### src/sdlc_params.svh
// Constants shared by both ends of the serial converter load control
// What this block does
// - Code is straight binary, 0x8000 gives zero
// - Clear low forces output to zero
// - After clear, zero holds until load-output low
// - Power-down overrides all; registers stay writable
// - Clear low, load low: both registers written, zero
// - Clear low, load high: input register only
// - Normal, load low: both written, output follows
// - All high: input register only, output unchanged
// - No pull-down drive during power-down
// - Output at ground during power-up and power-down
// - Serial output is shift register end
// - Host sends sixteen times N clocks
// - Last device's word is shifted first
// - Host raises frame select after all words
// - Continuous or burst clock both allowed
// - Shared load-output pulse updates all devices
// - Frame low shifts output register out
// - After sixteen edges output echoes input delayed
// - Readback keeps load-output high all frame
// - Shift on falling clock while frame low
// - Power-up loads midscale into both registers
// - Load low during frame: update at frame end
// - Load high: update at load-output falling edge
`ifndef SDLC_PARAMS_SVH
`define SDLC_PARAMS_SVH
`define SDLC_WORD_BITS 16
`define SDLC_MIDSCALE 16'h8000
`define SDLC_ZERO_CODE 16'h8000
`define SDLC_MCLK_HZ 100000000
`define SDLC_SCLK_PERIOD_NS 160
`define SDLC_SCLK_HALF_CYCLES ((`SDLC_SCLK_PERIOD_NS * (`SDLC_MCLK_HZ / 1000000)) / 2000)
`endif

### src/sdlc_link_if.sv
// Pins between host controller and converter
interface sdlc_link_if;
    logic sclk;
    logic frame_n;
    logic serial_data_in;
    logic load_output_n;
    logic clear_output_n;
    logic power_down_n;
    logic sdo_pull_en;
    wire serial_data_out;
    // Open drain with external pull-up
    assign serial_data_out = sdo_pull_en ? 1'b0 : 1'b1;
    modport device (input sclk, frame_n, serial_data_in, load_output_n, clear_output_n, power_down_n,
        output sdo_pull_en);
    modport host (output sclk, frame_n, serial_data_in, load_output_n, clear_output_n, power_down_n,
        input serial_data_out);
endinterface : sdlc_link_if

### src/sdlc_device.sv
// Converter end: shift register, input and output registers, clear and power-down priority
`include "sdlc_params.svh"
module sdlc_device (
    // Clock and reset
    input wire logic mclk,
    input wire logic srst,
    // Link pins
    sdlc_link_if.device link,
    // Converter side
    output logic [15:0] dac_code,
    output logic [15:0] input_code,
    output logic out_at_zero,
    output logic out_powered_down
);
    logic sclk_s, frame_s, sdi_s, load_s, clr_s, pd_s;
    logic [5:0] pins_raw, pins_s;
    assign pins_raw = {link.sclk, link.frame_n, link.serial_data_in, link.load_output_n,
        link.clear_output_n, link.power_down_n};
    // One synchroniser per pin
    genvar gi;
    generate
        for (gi = 0; gi < 6; gi++) begin : g_sync
            sdlc_sync #(.INIT(gi == 3 ? 1'b0 : 1'b1)) i_sdlc_sync (
                .mclk(mclk),
                .srst(srst),
                .pin(pins_raw[gi]),
                .level(pins_s[gi])
            );
        end
    endgenerate
    assign {sclk_s, frame_s, sdi_s, load_s, clr_s, pd_s} = pins_s;

    typedef struct packed {
        logic sclk_p;
        logic frame_p;
        logic load_p;
        logic [15:0] shift;
        logic [15:0] in_reg;
        logic [15:0] out_reg;
        logic [4:0] count;
        logic zero_hold;
        logic sdo_bit;
    } sdlc_dev_st_t;
    sdlc_dev_st_t st_q, st_d;

    logic fall_sclk, rise_frame, fall_load, load_now;
    always_comb begin
        fall_sclk = st_q.sclk_p & ~sclk_s;
        rise_frame = ~st_q.frame_p & frame_s;
        fall_load = st_q.load_p & ~load_s;
        load_now = 1'b0;
        st_d = st_q;
        st_d.sclk_p = sclk_s;
        st_d.frame_p = frame_s;
        st_d.load_p = load_s;
        // Frame start: shift register takes output register for readback
        if (!frame_s && st_q.frame_p) begin
            st_d.shift = st_q.out_reg;
            st_d.count = 5'h00;
            st_d.sdo_bit = st_q.out_reg[15];
        end
        if (!frame_s && fall_sclk) begin
            st_d.shift = {st_q.shift[14:0], sdi_s};
            st_d.sdo_bit = st_q.shift[14];
            if (st_q.count != 5'h10) begin
                st_d.count = st_q.count + 5'h01;
            end
        end
        // Word complete: input register takes the low 16 bits
        if (rise_frame && st_q.count != 5'h00) begin
            st_d.in_reg = st_q.shift;
            if (!load_s) begin
                load_now = 1'b1;
            end
        end
        // Asynchronous update mode, only with frame high
        if (fall_load && frame_s) begin
            load_now = 1'b1;
        end
        if (load_now) begin
            st_d.out_reg = rise_frame ? st_q.shift : st_q.in_reg;
            st_d.zero_hold = ~clr_s;
        end
        // Clear pins the output to zero until the next load
        if (!clr_s) begin
            st_d.zero_hold = 1'b1;
        end
    end
    always_ff @(posedge mclk) begin
        if (srst) begin
            // Power-up: midscale everywhere, output at ground
            st_q <= '{1'b1, 1'b1, 1'b1, `SDLC_MIDSCALE, `SDLC_MIDSCALE, `SDLC_MIDSCALE, 5'h00, 1'b1, 1'b1};
        end else begin
            st_q <= st_d;
        end
    end
    // Zero code is midscale in straight binary
    assign dac_code = (st_q.zero_hold || !pd_s) ? `SDLC_ZERO_CODE : st_q.out_reg;
    assign input_code = st_q.in_reg;
    assign out_at_zero = st_q.zero_hold | ~pd_s;
    assign out_powered_down = ~pd_s;
    // Open drain: pull down for zero, released in power-down
    assign link.sdo_pull_en = ~st_q.sdo_bit & pd_s;
endmodule : sdlc_device

### src/sdlc_sync.sv
// Three-stage synchroniser with agreement filter for one pin
module sdlc_sync #(
    parameter logic INIT = 1'b1
) (
    // Clock and reset
    input wire logic mclk,
    input wire logic srst,
    // Pin and filtered level
    input wire logic pin,
    output logic level
);
    typedef struct packed {
        logic s1;
        logic s2;
        logic s3;
        logic lvl;
    } sdlc_sync_st_t;
    sdlc_sync_st_t st_q, st_d;
    // Level changes only when the last two stages agree
    always_comb begin
        st_d = st_q;
        st_d.s1 = pin;
        st_d.s2 = st_q.s1;
        st_d.s3 = st_q.s2;
        if (st_q.s2 == st_q.s3) begin
            st_d.lvl = st_q.s3;
        end
    end
    always_ff @(posedge mclk) begin
        if (srst) begin
            st_q <= '{INIT, INIT, INIT, INIT};
        end else begin
            st_q <= st_d;
        end
    end
    assign level = st_q.lvl;
endmodule : sdlc_sync

### src/flat_wrapper.sv
// flat-port wrapper written by rule: the top's interface ports become plain ports
module sdlc_device_flat 
  (mclk, srst, dac_code, input_code, out_at_zero, out_powered_down, link_sclk, link_frame_n, link_serial_data_in, link_load_output_n, link_clear_output_n, link_power_down_n, link_sdo_pull_en);
  sdlc_link_if link_i ();
  input wire logic mclk;
  input wire logic srst;
  output logic [15:0] dac_code;
  output logic [15:0] input_code;
  output logic out_at_zero;
  output logic out_powered_down;
  input wire logic [$bits(link_i.sclk)-1:0] link_sclk;
  input wire logic [$bits(link_i.frame_n)-1:0] link_frame_n;
  input wire logic [$bits(link_i.serial_data_in)-1:0] link_serial_data_in;
  input wire logic [$bits(link_i.load_output_n)-1:0] link_load_output_n;
  input wire logic [$bits(link_i.clear_output_n)-1:0] link_clear_output_n;
  input wire logic [$bits(link_i.power_down_n)-1:0] link_power_down_n;
  output wire logic [$bits(link_i.sdo_pull_en)-1:0] link_sdo_pull_en;
  assign link_i.sclk = link_sclk;
  assign link_i.frame_n = link_frame_n;
  assign link_i.serial_data_in = link_serial_data_in;
  assign link_i.load_output_n = link_load_output_n;
  assign link_i.clear_output_n = link_clear_output_n;
  assign link_i.power_down_n = link_power_down_n;
  assign link_sdo_pull_en = link_i.sdo_pull_en;
  sdlc_device u_core (.mclk(mclk), .srst(srst), .link(link_i), .dac_code(dac_code), .input_code(input_code), .out_at_zero(out_at_zero), .out_powered_down(out_powered_down));
endmodule
### config.mk
export PLATFORM = sky130hd
export DESIGN_NAME = sdlc_device_flat
export DESIGN_NICKNAME = d
export VERILOG_FILES = /design/src/sdlc_link_if.sv /design/src/sdlc_device.sv /design/src/sdlc_sync.sv /design/src/flat_wrapper.sv
export VERILOG_INCLUDE_DIRS = /design/src
export SDC_FILE = /design/constraint.sdc
export NUM_CORES = 1
export LEC_CHECK = 0
export BUFFER_PORTS_ARGS = -buffer_cell sky130_fd_sc_hd__buf_2
export CAP_MARGIN = 20
export CELL_PAD_IN_SITES_DETAIL_PLACEMENT = 1
export CELL_PAD_IN_SITES_GLOBAL_PLACEMENT = 2
export CORE_AREA = 4 4 103 124
export CTS_CLUSTER_DIAMETER = 80
export DETAILED_ROUTE_END_ITERATION = 10
export DIE_AREA = 0 0 107 128
export GPL_TIMING_DRIVEN = 0
export PLACE_DENSITY_LB_ADDON = 0.1
export SLEW_MARGIN = 20
export SYNTH_ARGS = -nofsm -noshare
export SYNTH_HDL_FRONTEND = slang
export SYNTH_SLANG_ARGS = --single-unit
### constraint.sdc
create_clock -name mclk -period 1.59 [get_ports mclk]
set_input_delay 0.318 -clock mclk [delete_from_list [all_inputs] [get_ports mclk]]
set_output_delay 0.318 -clock mclk [all_outputs]
set_load 0.02 [all_outputs]
# == Word level (Yosys, flattened, before mapping) ==
# Index checks and enable logic that the tools add are counted.
# totals
elab_cells,74
output_inout_bits,35
reg_bits,82
input_bits,8
# classes
muxes,12
bitwise,11
reduce_logical,10
n_eq_ne,7
addsub,1
# ops
op,n
two-way mux 16 bit,4
two-way mux 5 bit,3
equality test 1 bit,6
NOT 1 bit,6
"adder 5 x 1 -> 5 bit, second input constant",1
two-way mux 1 bit,5
"!= test 5 bit, second input constant",1
nonzero test 5 bit,1
bitwise AND 1 bit,4
logical AND 1 bit,4
zero test 1 bit,2
nonzero test 2 bit,1
OR reduction 2 bit,1
logical OR 1 bit,1
bitwise OR 1 bit,1

# == Logic depth before layout (Yosys ltp) ==
# logic_depth
depth_word,5
mapped_depth,8

# == Hierarchy ==
# From an unflattened synthesis, not the netlist that was laid out.
# unflattened
cells_unflattened,366
area_unflattened_um2,3443.3
# modules_own_cells
mod,cells_each,seq_area_each_um2,area_per_inst_um2,instances
sdlc_device,306,1141.1,2755.1,1
sdlc_sync at u_core.g_sync[0].i_sdlc_sync ...,10,80.1,115.1,5
sdlc_sync at u_core.g_sync[3].i_sdlc_sync,10,80.1,112.6,1

# == Worst setup path before layout ==
# Ideal clock, no wire load.
# synth_timing
kind,register to register
startpoint,register u_core.st_q[2] in the netlist's numbering
endpoint,register u_core.st_q[20] in the netlist's numbering
synth_period_minus_slack_ps,1571
path_stages_with_launch,8
path_buffers,1
required_time_ps,1509
t_arrival_ps,1490
setup_slack_ps,19
path_cell_list,dfxtp_1 inv_1 ha_1 nor4b_4 o41ai_4 buf_2 nor2_1 a211oi_2
# synth_via
elab_chain_cells,4
# synth_lines
item,line,text
from (decl),sdlc_device.sv:44,"sdlc_dev_st_t st_q, st_d;"
from (signal assigned),sdlc_device.sv:92,"st_q <= '{1'b1, 1'b1, 1'b1, `SDLC_MIDSCALE, `SDLC_MIDSCALE, `SDLC_MIDSCALE, 5'h00, 1'b1, 1'b1};"
from (signal assigned),sdlc_device.sv:94,st_q <= st_d;
nonzero test 5 bit,sdlc_device.sv:70,if (rise_frame && st_q.count != 5'h00) begin
logical AND 1 bit,sdlc_device.sv:70,
two-way mux 1 bit,sdlc_device.sv:70,
two-way mux 1 bit,sdlc_device.sv:77,if (fall_load && frame_s) begin
# Every way passes these cells.
# A chain may end at the register's enable or synchronous reset.

# == Worst setup path after layout ==
# layout_timing
startpoint,register u_core.st_q[2] in the netlist's numbering
endpoint,register u_core.st_q[18] in the netlist's numbering
# Same word-level chain as after synthesis.

==> flow_metrics.py <==
metrics = {
    "clock_tree": {
        "clk_pin_slew_ns": 0.06,
        "cts-root-buf": "clkbuf_16",
        "clkLatencyLatePin_ns": 0.34,
        "cts_tree": "yes",
        "htree_levels": 3,
        "hold_buffers": 0,
        "cts.path.max_buffers": 2,
        "cts_buffers": 9,
        "clkSinkCount": 81,
    },
    "timing": {
        "fin_crit_sh_pct": 104.1,
        "fin_crit_ns": 1.656,
        "slew_headroom_pct": 44.65,
        "rsz0062_at_grt": "true",
        "max_slew.worst_pin.slew_ns": 0.8302,
        "fmax_ghz": 0.6039,
        "setup_viol": 14,
        "finClkSkew_ns": 0.01001,
        "final_hold_viol_count": 0,
        "drv_slew": 0,
        "fin_hold_ws_ns": 0.1627,
        "final.setup.worst_slack_ns": -0.06594,
    },
    "synth": {
        "ys_async_sr_fraction_pct": 0,
        "synth_top_area_share_pct": 47.46,
        "yosys.area.top_type": "dfxtp_1",
        "synth_warnings": 0,
        "syn-num-nets": 395,
        "yosysMostFrequentCell": "dfxtp_1",
        "syn_area_sq_um": 3417,
        "yosysUniqueCellTypes": 36,
        "synthCells": 385,
        "synth_area_per_cell_sq_um": 8.875,
        "ys_seq_area_share_pct": 47.46,
        "synth_edf_count": 0,
        "synthTopCellsByCount": "dfxtp_1, a21oi_1, o21ai_0",
        "synth-seq-cells": 81,
        "synthTopCellsByArea": "dfxtp_1, a21oi_1, o21ai_0",
        "synth_ff_type": "dfxtp_1",
    },
    "critical_path": {
        "slowest_stage": "dfxtp_2",
        "required_ns": 1.85,
        "crit_chain": "inv_2 -> ha_4 -> nor4b_4 -> o41ai_4 -> buf_6 -> buf_6 -> buf_12 -> buf_16 -> a211oi_2",
        "path_buf_inv": 5,
        "path_common_cell": "buf_6",
        "arrival_ns": 1.91,
        "rrSetupSlack_ns": -0.07,
        "cpPeakStageDelay_ns": 0.32,
        "path_class": "flop to flop",
        "critical_path.startpoint_type": "flop",
        "worst_setup_path_end_kind": "flop",
        "path_delay_family": "buffers and inverters",
        "cp_max_fo": 5,
    },
    "hold_path": {
        "worstHoldPathType": "primary input to flop",
    },
    "routing": {
        "num_vias": 2972,
        "vias_per_cell": 4.794,
        "detail-route-antenna-nets": 0,
        "drt_iter0_drc": 78,
        "finalWirelength_um": 10750,
        "first_pass_iters": 4,
        "wl_per_cell_um": 17.35,
        "route.detailed.drc": 0,
    },
    "global_route": {
        "track_usage_pct": 16.25,
        "grt_pass1_vias": 3074,
        "grt-ovfl-total": 0,
        "grt_pass1_wl_um": 16860,
        "grt_max_degree": 14,
        "antenna_found_initial": 0,
    },
    "floorplanning": {
        "core_area_sq_um": 11510,
        "num_rows": 43,
        "die_h_um": 128,
        "die-area_sq_um": 13700,
        "initial_core_util_pct": 29.68,
        "boundaryPins": 43,
        "fp.dieW_um": 107,
    },
    "cells_and_area": {
        "fin_cells": 620,
        "final_area_sq_um": 4763,
        "layout-drive-gt1-share_pct": 42.12,
        "n_antenna_cell": 0,
        "area_growth_pct": 39.40,
        "nNetsFinal": 468,
        "final_core_util_pct": 41.37,
    },
    "flow_run": {
        "max_cap_violations": 0,
    },
    "outcome": {
        "outcome": "complete, but fails checks",
        "failed_checks": "setup timing",
    },
    "placed_design": {
        "post-place-ws_ns": -0.3882,
        "gp_congestion": 0.7267,
        "dpl_cell_area_sq_um": 3824,
        "dpl.cell_count": 584,
        "dp_hpwl_um": 7145,
        "portBuffers": 42,
    },
    "power": {
        "vdd_drop_max_uv": 453.9,
        "leakagePower_nw": 2.041,
        "powerDensity_nw_per_um2": 887.9,
    },
}
power breakdown:
group | leakage [nW] | switching [W] | internal, W
combinational | 1.24 | 0.0000677 | 0.0000370
clock | 0.139 | 0.000849 | 0.00122
sequential | 0.657 | 0.0000115 | 0.00205
flip-flops by register name, summed over array words and instances, names as in the netlist:
| register | count |
|---|---|
| u_core.input_code | 16 |
| u_core.g_sync.i_sdlc_sync.st_q | 6 |
| u_core.g_sync.i_sdlc_sync.level | 6 |
| u_core.st_q | 41 |
| u_core.g_sync.i_sdlc_sync.st_d | 12 |
worst paths after layout:
path                                                                 startpoint                                               to  cells after the start
worst max register to register                        u_core.st_q[2]$_SDFF_PP0_                     u_core.st_q[18]$_SDFFE_PP0P_                      9
worst max-delay path                                  u_core.st_q[2]$_SDFF_PP0_                     u_core.st_q[18]$_SDFFE_PP0P_                      9
worst min register to register  u_core.g_sync[0].i_sdlc_sync.st_d[2]$_SDFF_PP1_  u_core.g_sync[0].i_sdlc_sync.st_d[1]$_SDFF_PP1_                      1
worst min-delay path                                               link_frame_n  u_core.g_sync[4].i_sdlc_sync.st_d[2]$_SDFF_PP1_                      2
repair_timing:
action / CTS / global route
setup buffers: 17 / 1
hold endpoints to repair: 0 / 0
cloned: 4 / 0
resized for setup: 80 / 46
endpoints found under the setup margin: 61 / 58
pin swaps: 40 / 6
final cells by class:
cell class	instances	area, sq um
clock inverters	5	56.30
well taps	157	196.4
multi-input cells	254	1748
repair buffers	63	536.8
plain buffers	40	321.6
inverters	9	38.79
clock buffers	11	232.7
fillers	1330	6750
flip-flops and latches	81	1633
routing by layer:
layer / vias up / wire (um) / track usage, %
met2: 39 / 5540 / 29.50
met3: 10 / 222 / 2.217
met1: 1457 / 4835 / 19.50
li1: 1466 / - / -
met5: - / 0 / 0
met4: 0 / 156 / 5.719
stage by stage:
stage	TNS (ns)	total power (W)
6_report	-0.4169	0.004229
5_1_grt	-2.264	0.004380
4_1_cts	-2.261	0.004266
3_5_place_dp	-12.59	0.002203
3_3_place_gp	-11.90	0.002200
2_1_floorplan	0	0.002159
layout by cell type (no fill, tap or decap), types with 15 or more instances in the layout:
cell,Yosys,final
o21ai_0,38,38
and3_1,16,15
nand2_1,35,24
a21oi_1,39,27
mux2i_1,17,17
or3_1,17,17
or2_2,17,17
a211oi_2,8,15
buf_4,19,30
buf_2,6,39
nor2_1,28,19
dfxtp_1,81,76
cells by family (layout without fill, tap and decap cells):
logic type      after synthesis  in the layout  synth area share, %
simple gates                132            132                20.18
compound gates              103            103                18.53
flops                        81             81                47.46
buf+inv                      50            128                8.129
mux                          17             17                4.980
fa+ha+maj                     2              2               0.7322
Power figures use the tool's default switching activity.
